==> config.mk <==
export PLATFORM = sky130hd
export DESIGN_NAME = ecl_loader
export DESIGN_NICKNAME = d
export VERILOG_FILES = /design/src/core/ecl_unused_guard.sv /design/src/core/ecl_pkg.sv /design/src/core/ecl_loader.sv
export SDC_FILE = /design/constraint.sdc
export NUM_CORES = 1
export LEC_CHECK = 0
export BUFFER_PORTS_ARGS = -buffer_cell sky130_fd_sc_hd__buf_2
export CORE_ASPECT_RATIO = 1.25
export CORE_UTILIZATION = 35
export CTS_BUF_LIST = sky130_fd_sc_hd__clkbuf_8
export DETAILED_ROUTE_END_ITERATION = 8
export SLEW_MARGIN = 20
export SYNTH_ARGS = -nofsm -noshare
export SYNTH_HDL_FRONTEND = slang
export SYNTH_SLANG_ARGS = --single-unit
==> constraint.sdc <==
create_clock -name I_CLK -period 2.6 [get_ports I_CLK]
set_input_delay 0.39 -clock I_CLK [delete_from_list [all_inputs] [get_ports I_CLK]]
set_output_delay 0.39 -clock I_CLK [all_outputs]
set_load 0.01 [all_outputs]
==> src/core/ecl_unused_guard.sv <==
// Empty on purpose: none.
`timescale 1ns/1ps
`default_nettype none
`default_nettype wire

==> src/core/ecl_pkg.sv <==
// Constants, types and state record for the power-up configuration loader.
// Assumes a 100 MHz core clock and a two-wire EEPROM at device address 0x50.
package ecl_pkg;
	localparam logic [7:0]  OFS_SUBSYS_IDENT  = 8'h2C;
	localparam logic [7:0]  OFS_PM_CAP        = 8'h40;
	localparam logic [7:0]  OFS_DYN_CFG       = 8'hF8;
	localparam logic [7:0]  OFS_SUBSYS_SHADOW = 8'hFC;
	localparam logic [15:0] RST_IDENT         = 16'h0000;
	localparam logic [31:0] RST_DYN_CFG       = 32'h00000000;
	localparam logic [15:0] PM_CAP_ID_WORD    = 16'h0001;
	localparam logic [31:0] DYN_CFG_WR_MASK   = 32'hF8FFFFFF;
	localparam logic [7:0]  EE_ADDR_WR        = 8'hA0;
	localparam logic [7:0]  EE_ADDR_RD        = 8'hA1;
	localparam logic [7:0]  EE_BYTE_ADDR      = 8'h00;
	// signature values are arbitrary
	localparam logic [7:0]  EE_SIG0           = 8'h55;
	localparam logic [7:0]  EE_SIG1           = 8'hAA;
	localparam int          EE_MAX_BYTES      = 12;
	localparam logic [3:0]  EE_LAST_BYTE      = 4'h7;
	localparam int          CLK_MHZ           = 100;
	localparam int          EE_BIT_NS         = 5000;
	localparam int          QTR_CYC           = EE_BIT_NS * CLK_MHZ / 4000;
	localparam int          QCNT_W            = 9;

	typedef enum logic [3:0] {
		LD_WAIT  = 4'h0,
		LD_START = 4'h1,
		LD_TX    = 4'h2,
		LD_TXACK = 4'h3,
		LD_RX    = 4'h4,
		LD_RXACK = 4'h5,
		LD_STOP  = 4'h6,
		LD_DONE  = 4'h7
	} ecl_st_t;

	typedef struct packed {
		ecl_st_t           st;
		logic [1:0]        ph;
		logic [2:0]        bitn;
		logic [3:0]        byten;
		logic [1:0]        stage;
		logic [7:0]        sh;
		logic              nack;
		logic              bad;
		logic              ok;
		logic [QCNT_W-1:0] qcnt;
		logic              scl;
		logic              sda;
		logic              dis_s1;
		logic              dis_s2;
		logic              aux_s1;
		logic              aux_s2;
		logic              sda_s1;
		logic              sda_s2;
		logic [15:0]       ld_vid;
		logic [15:0]       ld_sid;
		logic [15:0]       ld_cfg;
		logic [15:0]       vid;
		logic [15:0]       sid;
		logic [31:0]       dcfg;
		logic [31:0]       rdata;
		logic              rvalid;
	} ecl_state_t;
endpackage

==> src/core/ecl_loader.sv <==
// Configuration loader: two-wire EEPROM autoload and config-space registers.
// Assumes config cycles arrive as one-cycle strobes in the core clock domain
// and that the EEPROM pins are open-drain with external pull-ups.
`timescale 1ns/1ps
`default_nettype none
module ecl_loader
	import ecl_pkg::*;
(
	input  wire logic        I_CLK,
	input  wire logic        I_RSTN,
	input  wire logic        I_CFG_WR,
	input  wire logic        I_CFG_RD,
	input  wire logic [7:0]  I_CFG_ADDR,
	input  wire logic [3:0]  I_CFG_BE,
	input  wire logic [31:0] I_CFG_WDATA,
	output logic      [31:0] O_CFG_RDATA,
	output logic             O_CFG_RVALID,
	input  wire logic        I_EEPROM_LOAD_DISABLE_PIN,
	input  wire logic        I_AUX_POWER_SENSE,
	input  wire logic        I_EEPROM_DATA_LINE,
	output logic             O_EEPROM_DATA_LINE_O,
	output logic             O_EEPROM_DATA_LINE_OE,
	output logic             O_EEPROM_CLOCK_LINE_O,
	output logic             O_EEPROM_CLOCK_LINE_OE,
	input  wire logic        I_HOST_EE_EN,
	input  wire logic        I_HOST_EE_CLK,
	input  wire logic        I_HOST_EE_DAT,
	output logic             O_HOST_EE_DAT,
	output logic             O_LOAD_BUSY,
	output logic             O_LOAD_OK
);
	ecl_state_t s_q;
	ecl_state_t s_d;
	logic       tick;
	logic       last;
	logic [15:0] power_mgmt_capabilities;

	// capability word derived from the dynamic config copies
	always_comb begin
		power_mgmt_capabilities = {1'b0, {4{s_q.dcfg[31]}}, 2'b11,
		       s_q.aux_s2 ? s_q.dcfg[29:27] : 3'b000,
		       1'b1, 2'b00, 3'b010};
	end

	always_comb begin
		s_d = s_q;
		tick = (s_q.qcnt == QCNT_W'(QTR_CYC - 1));
		last = (s_q.byten == EE_LAST_BYTE);
		s_d.dis_s1 = I_EEPROM_LOAD_DISABLE_PIN;
		s_d.dis_s2 = s_q.dis_s1;
		s_d.aux_s1 = I_AUX_POWER_SENSE;
		s_d.aux_s2 = s_q.aux_s1;
		s_d.sda_s1 = I_EEPROM_DATA_LINE;
		s_d.sda_s2 = s_q.sda_s1;
		s_d.rvalid = 1'b0;
		s_d.qcnt = tick ? '0 : s_q.qcnt + 1'b1;
		if (tick) begin
			s_d.ph = s_q.ph + 2'd1;
		end
		case (s_q.st)
			LD_WAIT: begin
				if (tick) begin
					s_d.ph = 2'd0;
					s_d.stage = 2'd0;
					s_d.byten = 4'h0;
					s_d.bad = 1'b0;
					s_d.ok = 1'b0;
					s_d.st = s_q.dis_s2 ? LD_DONE : LD_START;
				end
			end
			LD_START: begin
				if (tick) begin
					case (s_q.ph)
						2'd0: begin
							s_d.scl = 1'b0;
							s_d.sda = 1'b1;
						end
						2'd1: s_d.scl = 1'b1;
						2'd2: s_d.sda = 1'b0;
						default: begin
							s_d.scl = 1'b0;
							s_d.bitn = 3'd7;
							s_d.sh = (s_q.stage == 2'd2) ? EE_ADDR_RD : EE_ADDR_WR;
							s_d.st = LD_TX;
						end
					endcase
				end
			end
			LD_TX: begin
				if (tick) begin
					case (s_q.ph)
						2'd0: s_d.sda = s_q.sh[7];
						2'd1: s_d.scl = 1'b1;
						2'd2: s_d.scl = 1'b1;
						default: begin
							s_d.scl = 1'b0;
							s_d.sh = {s_q.sh[6:0], 1'b0};
							s_d.bitn = s_q.bitn - 3'd1;
							if (s_q.bitn == 3'd0) begin
								s_d.st = LD_TXACK;
							end
						end
					endcase
				end
			end
			LD_TXACK: begin
				if (tick) begin
					case (s_q.ph)
						2'd0: s_d.sda = 1'b1;
						2'd1: s_d.scl = 1'b1;
						2'd2: s_d.nack = s_q.sda_s2;
						default: begin
							s_d.scl = 1'b0;
							s_d.bitn = 3'd7;
							if (s_q.nack) begin
								// no device answered: leave defaults
								s_d.st = LD_STOP;
							end else if (s_q.stage == 2'd0) begin
								s_d.stage = 2'd1;
								s_d.sh = EE_BYTE_ADDR;
								s_d.st = LD_TX;
							end else if (s_q.stage == 2'd1) begin
								s_d.stage = 2'd2;
								s_d.st = LD_START;
							end else begin
								s_d.st = LD_RX;
							end
						end
					endcase
				end
			end
			LD_RX: begin
				if (tick) begin
					case (s_q.ph)
						2'd0: s_d.sda = 1'b1;
						2'd1: s_d.scl = 1'b1;
						2'd2: s_d.sh = {s_q.sh[6:0], s_q.sda_s2};
						default: begin
							s_d.scl = 1'b0;
							s_d.bitn = s_q.bitn - 3'd1;
							if (s_q.bitn == 3'd0) begin
								s_d.st = LD_RXACK;
								case (s_q.byten)
									4'h0: s_d.bad = (s_q.sh != EE_SIG0);
									4'h1: s_d.bad = s_q.bad | (s_q.sh != EE_SIG1);
									4'h2: s_d.ld_vid[7:0] = s_q.sh;
									4'h3: s_d.ld_vid[15:8] = s_q.sh;
									4'h4: s_d.ld_sid[7:0] = s_q.sh;
									4'h5: s_d.ld_sid[15:8] = s_q.sh;
									4'h6: s_d.ld_cfg[7:0] = s_q.sh;
									default: s_d.ld_cfg[15:8] = s_q.sh;
								endcase
							end
						end
					endcase
				end
			end
			LD_RXACK: begin
				if (tick) begin
					case (s_q.ph)
						2'd0: begin
							s_d.nack = last | s_q.bad;
							s_d.sda = last | s_q.bad;
						end
						2'd1: s_d.scl = 1'b1;
						2'd2: s_d.scl = 1'b1;
						default: begin
							s_d.scl = 1'b0;
							s_d.bitn = 3'd7;
							if (s_q.nack) begin
								s_d.ok = last & ~s_q.bad;
								s_d.st = LD_STOP;
							end else begin
								s_d.byten = s_q.byten + 4'h1;
								s_d.st = LD_RX;
							end
						end
					endcase
				end
			end
			LD_STOP: begin
				if (tick) begin
					case (s_q.ph)
						2'd0: begin
							s_d.scl = 1'b0;
							s_d.sda = 1'b0;
						end
						2'd1: s_d.scl = 1'b1;
						2'd2: s_d.sda = 1'b1;
						default: begin
							if (s_q.ok) begin
								// commit only a complete, signed image
								s_d.vid = s_q.ld_vid;
								s_d.sid = s_q.ld_sid;
								s_d.dcfg = {s_q.ld_cfg[15:8] & DYN_CFG_WR_MASK[31:24],
								            s_q.ld_cfg[7:0], s_q.dcfg[15:0]};
							end
							s_d.st = LD_DONE;
						end
					endcase
				end
			end
			LD_DONE: begin
				// host bit-bangs the pins once the load is over
				s_d.scl = I_HOST_EE_EN ? I_HOST_EE_CLK : 1'b1;
				s_d.sda = I_HOST_EE_EN ? I_HOST_EE_DAT : 1'b1;
			end
			default: s_d.st = LD_WAIT;
		endcase

		if (I_CFG_WR && I_CFG_ADDR == OFS_SUBSYS_SHADOW) begin
			if (I_CFG_BE[0]) s_d.vid[7:0] = I_CFG_WDATA[7:0];
			if (I_CFG_BE[1]) s_d.vid[15:8] = I_CFG_WDATA[15:8];
			if (I_CFG_BE[2]) s_d.sid[7:0] = I_CFG_WDATA[23:16];
			if (I_CFG_BE[3]) s_d.sid[15:8] = I_CFG_WDATA[31:24];
		end
		if (I_CFG_WR && I_CFG_ADDR == OFS_DYN_CFG) begin
			if (I_CFG_BE[0]) s_d.dcfg[7:0] = I_CFG_WDATA[7:0];
			if (I_CFG_BE[1]) s_d.dcfg[15:8] = I_CFG_WDATA[15:8];
			if (I_CFG_BE[2]) s_d.dcfg[23:16] = I_CFG_WDATA[23:16];
			if (I_CFG_BE[3]) begin
				s_d.dcfg[31:24] = I_CFG_WDATA[31:24] & DYN_CFG_WR_MASK[31:24];
			end
		end
		if (I_CFG_RD) begin
			s_d.rvalid = 1'b1;
			case (I_CFG_ADDR)
				OFS_SUBSYS_IDENT: s_d.rdata = {s_q.sid, s_q.vid};
				OFS_PM_CAP:       s_d.rdata = {power_mgmt_capabilities, PM_CAP_ID_WORD};
				OFS_DYN_CFG:      s_d.rdata = s_q.dcfg & DYN_CFG_WR_MASK;
				default:          s_d.rdata = 32'h00000000;
			endcase
		end
	end

	always_ff @(posedge I_CLK or negedge I_RSTN) begin
		if (!I_RSTN) begin
			s_q <= '{st: LD_WAIT, scl: 1'b1, sda: 1'b1, dis_s1: 1'b1, dis_s2: 1'b1,
			         vid: RST_IDENT, sid: RST_IDENT, dcfg: RST_DYN_CFG,
			         default: '0};
		end else begin
			s_q <= s_d;
		end
	end

	// open-drain: drive low only, enable while pulling down
	assign O_EEPROM_DATA_LINE_O  = 1'b0;
	assign O_EEPROM_DATA_LINE_OE = ~s_q.sda;
	assign O_EEPROM_CLOCK_LINE_O = 1'b0;
	assign O_EEPROM_CLOCK_LINE_OE = ~s_q.scl;
	assign O_CFG_RDATA  = s_q.rdata;
	assign O_CFG_RVALID = s_q.rvalid;
	assign O_HOST_EE_DAT = s_q.sda_s2;
	assign O_LOAD_BUSY  = (s_q.st != LD_DONE);
	assign O_LOAD_OK    = s_q.ok & (s_q.st == LD_DONE);
endmodule
`default_nettype wire

==> reports/results.ini, run 1 <==
[yosys]
avgSynthCellArea_um2 = 10.74
synthArstFlopShare_pct = 100.0
syn_inst = 818
synth.most_common_cell = dfrtp_1
ys_ff_latch = 181
synth_edf_count = 0
synth_top_area_share_pct = 50.41
yosysSeqAreaShare_pct = 51.60
yosys.cell_types.count = 71
ys.flop_type = dfrtp_1
yosysWarnings = 0
ys_top_cells_by_area = dfrtp_1 50%, mux2_2 8.5%, mux2i_1 5.8%
synth_area_mm2 = 0.008787
synth.largest_area_cell = dfrtp_1
synth_common_cells = 177 x dfrtp_1, 99 x nor2_1, 89 x a21oi_1, 66 x mux2_2, 51 x mux2i_1

[sta]
finalClockSkew_ns = 0.01834
slew_headroom_pct = 58.86
max_freq_ghz = 0.4240
min_period_ns = 2.358
setup_viol_count_final = 0
slew_violations = 0
fin_crit_sh_pct = 90.71
tns_ns = 0
rsz0062_at_grt = false
hold_violations = 0
worstMarginPinSlew_ns = 0.6171

[worst_setup_path]
cp-endpoint = s_q[66]
path_max_fanout = 45
crit_buf_inv = 2
cp_slowest_cell = and4_2
critPathMaxStageDelay_ns = 0.44
path_class = flip-flop to flip-flop
endpoint_kind = flip-flop
critical-path-top-delay-family = simple AND/OR/NAND/NOR gates
r2r-end = s_q[66]
cp_num_cells = 8
rr_startpoint = s_q[153]
startpoint_type = flip-flop
rr_worst_depth = 8
required_ns = 2.90
crit_chain = inv_1 > ha_1 > nor3b_2 > and4_2 > nand4_1 > buf_12 > mux2i_1 > a21oi_1
timing.reg2reg.setup_slack_ns = 0.24
arrival_ns = 2.66
critPathLaunch = s_q[153]

[global_routing]
overflow = 0
antenna_found_initial = 0
grt_max_degree = 64
grt_pass1_vias = 6064
track_usage_pct = 16.23
grt_pass1_wl_mm = 32.54

[final_layout]
antenna_cells = 0
syn2layout_area_growth_pct = 12.19
postLayoutCoreUtil_pct = 40.10
nFillCells = 2431
final_nets = 945
drive_gt1_share_pct = 26.37
fin_cells = 1221

[route]
avgRoutedWirePerCell_um = 16.13
wirelength_mm = 19.70
num_vias = 6200
firstDrtPassIters = 5
postRouteAntennaNets = 0
viasPerCell = 5.078
first_iter_violations = 321
drc = 0

[clock_tree]
cts_max_level = 4
cts_buffers = 17
cts_tree = built
cts_setup_buffers = 0
cts_max_path_buffers = 2
clkSinkCount = 181
worstSkewPairLatency_ns = 0.45
clk_pin_slew_ns = 0.09
root_buffer = clkbuf_8

[floorplanning]
die_area_mm2 = 0.02575
initial_core_util_pct = 35.74
fp.dieW_um = 143.7
io-pin-count = 94
floorplan.die.height_um = 179.2
row_count = 64
core_mm2 = 0.02458

[power_and_ir_drop]
powerDensity_mw_per_mm2 = 527.5
p_leak_nw = 4.728
irDropWorstVdd_v = 0.0002852
p_total_w = 0.005200

[placed_design]
portBuffers = 91
gp_congestion = 0.8278
placed_cells = 1188
dp_hpwl_mm = 13.98

[status]
status = completed

[run]
maxCapViolCount = 0

[min_path]
hold_class = input port to flip-flop

-- area by class of cell --
type / count / area, um^2 / share of cell area [%]
clock inverter: 13 / 156.4 / 1.586
inverter: 23 / 86.33 / 0.8757
sequential: 181 / 4534 / 46.00
clock buffer: 19 / 261.5 / 2.653
tap: 330 / 412.9 / 4.188
multi-input combinational: 539 / 3717 / 37.71
timing repair buffer: 116 / 689.4 / 6.993
-- layout by cell type, fill, tap and decap left out, drive strengths merged, types with 3 or more instances in the layout --
cell type / count
a211oi: 4
a21o: 3
a21oi: 89
a22oi: 28
a31oi: 4
a32oi: 4
and2: 3
and3: 3
buf: 115
bufinv: 3
clkbuf: 19
clkinv: 5
dfrtp: 177
dfstp: 4
ha: 13
inv: 27
mux2: 66
mux2i: 51
nand2: 47
nand3: 18
nand4: 6
nor2: 100
nor2b: 4
nor3: 8
nor4: 3
nor4b: 4
o211ai: 4
o21ai: 23
o22ai: 6
o31ai: 6
or3: 3
xnor2: 4
-- flip-flops by register name (all words and copies together) (netlist names) --
signal and cells:
O_CFG_RVALID 1, O_HOST_EE_DAT 1, s_q 143, power_mgmt_capabilities 1, O_CFG_RDATA 32, s_d 3
-- stage by stage --
stage | hold WS (ns) | instance area, um^2 | setup slack (ns)
2_1_floorplan | 0.09441 | 8791 | 0.4342
6_report | 0.04186 | 9858 | 0.2417
4_1_cts | 0.01274 | 9857 | 0.1567
5_1_grt | 0.01551 | 9858 | 0.01740
3_5_place_dp | 0.3356 | 9429 | 0.1869
3_3_place_gp | 0.3367 | 9429 | 0.2560
-- worst min path at each step --
stage | startpoint | to | cells after the start
floorplan | I_RSTN | O_CFG_RDATA[0] | 0
global placement | s_d[145] | O_HOST_EE_DAT | 0
detailed placement | s_d[145] | O_HOST_EE_DAT | 0
CTS | I_EEPROM_DATA_LINE | s_d[145] | 1
global route | I_EEPROM_LOAD_DISABLE_PIN | s_d[149] | 1
finish | I_EEPROM_DATA_LINE | s_d[145] | 1
-- cell families (layout without fill, tap and decap cells) --
logic type / Yosys count / count (layout) / share of synthesized area (%)
AND/OR/NAND/NOR: 215 / 215 / 12.37
AO/OA/AOI/OAI: 186 / 186 / 13.01
flip-flops: 181 / 181 / 51.60
multiplexers: 117 / 117 / 14.27
buffers and inverters: 99 / 171 / 6.251
adder cells (fa/ha/maj): 13 / 13 / 1.851
XOR/XNOR: 6 / 6 / 0.5980
other: 1 / 2 / 0.04268
-- routing by layer --
metal  global-route usage, %  wire [um]  share of wire, %  vias up
li1                        -          -                 -     2988
met1                   21.58       9033                46     3044
met2                   27.10       9704                49      149
met3                   2.831        723               3.7       19
met4                   4.300        234               1.2        0
met5                       0          0                 0        -
-- power breakdown --
part	internal, W	switching (W)	total [W]
Combinational	0.000107	0.000169	0.000276
Clock	0.00100	0.00101	0.00201
Sequential	0.00288	0.0000358	0.00292
-- repair_timing --
| item | in CTS | in global routing |
|---|---|---|
| hold endpoints to repair | 59 | 0 |
| gates resized for setup | 0 | 1 |
| hold buffers | 1 | 0 |
| setup endpoints to repair | 0 | 40 |
Note: power is estimated with default switching activity, not from simulation.
==> inputs of run 2 (changes only) <==
Settings changed: ABC_AREA from default to 1.
==> reports/results.ini, run 2 <==
[route]
postRouteAntennaNets = 0
wirelength_mm = 23.98
avgRoutedWirePerCell_um = 13.55
viasPerCell = 4.675
firstDrtPassIters = 5
first_iter_violations = 535
drc = 0
num_vias = 8270

[worst_setup_path]
critPathMaxStageDelay_ns = 0.63
crit_buf_inv = 1
path_max_fanout = 11
cp_slowest_cell = dfrtp_1
crit_chain = nand3_1 > nor2_1 > buf_2
startpoint_type = flip-flop
critical-path-top-delay-family = flip-flops
endpoint_kind = output port
arrival_ns = 1.78
required_ns = 2.21
path_class = flip-flop to output port

[placed_design]
place_area_mm2 = 0.01049
dp_hpwl_mm = 17.49
portBuffers = 91
place_ws_ns = 0.6009
gp_congestion = 0.8899

[final_layout]
regMostFlops = s_q
largest_reg_flops = 143
mostFrequentLayoutCells = 525 x nand2_1, 177 x dfrtp_1, 168 x inv_1
final_nets = 1468
final_area_mm2 = 0.01098
final_common_cell = nand2_1
syn2layout_area_growth_pct = 9.328
antenna_cells = 0
postLayoutCoreUtil_pct = 38.79
drive_gt1_share_pct = 13.93

[sta]
hold_violations = 0
worstMarginPinSlew_ns = 0.6805
hold_slack_ns = 0.1359
tns_ns = 0
setup_viol_count_final = 0
slew_headroom_pct = 54.58
finalClockSkew_ns = 0.01798
fin_crit_sh_pct = 83.64
rsz0062_at_grt = false
min_period_ns = 2.175
slew_violations = 0
setup_ws_ns = 0.4252
max_freq_ghz = 0.4598

[status]
status = completed

[clock_tree]
clk_pin_slew_ns = 0.10
worstSkewPairLatency_ns = 0.47
clkSinkCount = 181
cts-resized-gates = 0
root_buffer = clkbuf_8
cts_buffers = 17
cts_tree = built
cts_max_level = 4
cts_max_path_buffers = 2

[floorplanning]
io-pin-count = 94
floorplan.die.height_um = 191.4
fp.dieW_um = 153.5
die_area_mm2 = 0.02939
initial_core_util_pct = 35.48
core_mm2 = 0.02832
row_count = 69

[yosys]
synth.most_common_cell = nand2_1
synth_edf_count = 0
synth_common_cells = 525 x nand2_1, 177 x dfrtp_1, 167 x inv_1, 129 x nand3_1, 57 x nor2_1
ys.flop_type = dfrtp_1
synth_area_mm2 = 0.01005
synth.largest_area_cell = dfrtp_1
yosysWarnings = 0
yosys.cell_types.count = 38
synthArstFlopShare_pct = 100.0
synth_top_area_share_pct = 44.09
yosysSeqAreaShare_pct = 45.14
avgSynthCellArea_um2 = 7.387
syn_inst = 1360
ys_ff_latch = 181
ys_top_cells_by_area = dfrtp_1 44%, nand2_1 20%, nand3_1 6.4%

[power_and_ir_drop]
powerDensity_mw_per_mm2 = 478.2
irDropWorstVdd_v = 0.0002473
p_leak_nw = 6.225

[global_routing]
overflow = 0
track_usage_pct = 17.08
grt_max_degree = 71
grt_pass1_vias = 7945
grt_pass1_wl_mm = 40.34
antenna_found_initial = 0

[run]
maxCapViolCount = 0

[min_path]
hold_class = input port to flip-flop

-- run 2: cell count changes after synthesis, moves of 42 or more --
cell,before,now
a21oi_1,89,16
inv_1,20,167
mux2_2,66,0
mux2i_1,51,0
nand2_1,42,525
nand3_1,18,129
nor2_1,99,57
-- run 2: layout make-up --
type | instances | area, um^2
inverters | 178 | 670.6
multi-input cells | 912 | 4225
well taps | 355 | 444.2
flip-flops and latches | 181 | 4534
fillers | 3025 | 17330
repair buffers | 111 | 659.4
clock buffers | 20 | 275.3
clock inverters | 12 | 173.9
-- run 2: per-stage QoR --
step           instances  total power [W]
2_1_floorplan       1361         0.003001
4_1_cts             1769         0.005325
5_1_grt             1769         0.005476
3_3_place_gp        1733         0.003148
6_report            1769         0.005252
3_5_place_dp        1733         0.003151
-- run 2: worst register-to-register path, stage by stage (launching register included) --
cell and delay [ns]:
dfrtp_1 0.52, inv_1 0.21, nand3_2 0.19, inv_1 0.57
nand4_1 0.24, nand3_1 0.13, nand2_1 0.06
-- run 2: worst paths after layout --
path | to | start | slack [ns] | cells after the start
setup reg to reg | s_q[54] | s_q[184] | 0.58 | 6
min in group asynchronous | s_q[174] | I_RSTN | 0.33 | 2
hold / removal | s_q[87] | I_CFG_WDATA[6] | 0.14 | 3
setup / recovery | O_LOAD_OK | s_q[185] | 0.43 | 3
max in group asynchronous | s_q[88] | I_RSTN | 1.55 | 3
hold reg to reg | s_q[149] | s_d[149] | 0.36 | 0
-- run 2: power breakdown --
part | internal, W | leakage, nW | switching (W)
Combinational | 0.0000722 | 3.51 | 0.000154
Sequential | 0.00285 | 2.48 | 0.0000200
Clock | 0.00113 | 0.235 | 0.00103
Total | 0.00405 | 6.22 | 0.00121
-- run 2: per-layer routing --
metal / vias up / track usage [%] / routed length [um]
met5: - / 0 / 0
met4: 0 / 6.231 / 548
met3: 33 / 2.970 / 820
met2: 183 / 28.93 / 11590
met1: 3797 / 21.77 / 11010
li1: 4257 / - / -
-- run 2: what timing repair did --
item | in CTS | in global routing
endpoints found under the hold margin | 20 | 0
buffers inserted | 0 | 0
hold buffers | 4 | 0
setup endpoints to repair | 0 | 0
-- run 2: kinds of logic after synthesis --
family	share of synthesized area [%]
buffers and inverters	12.84
AOI/OAI and AO/OA	4.633
and+or+nand+nor	35.30
DFF	45.14
xor gates and xnor gates	0.4359
other	0.03733
adders and majority gates	1.619
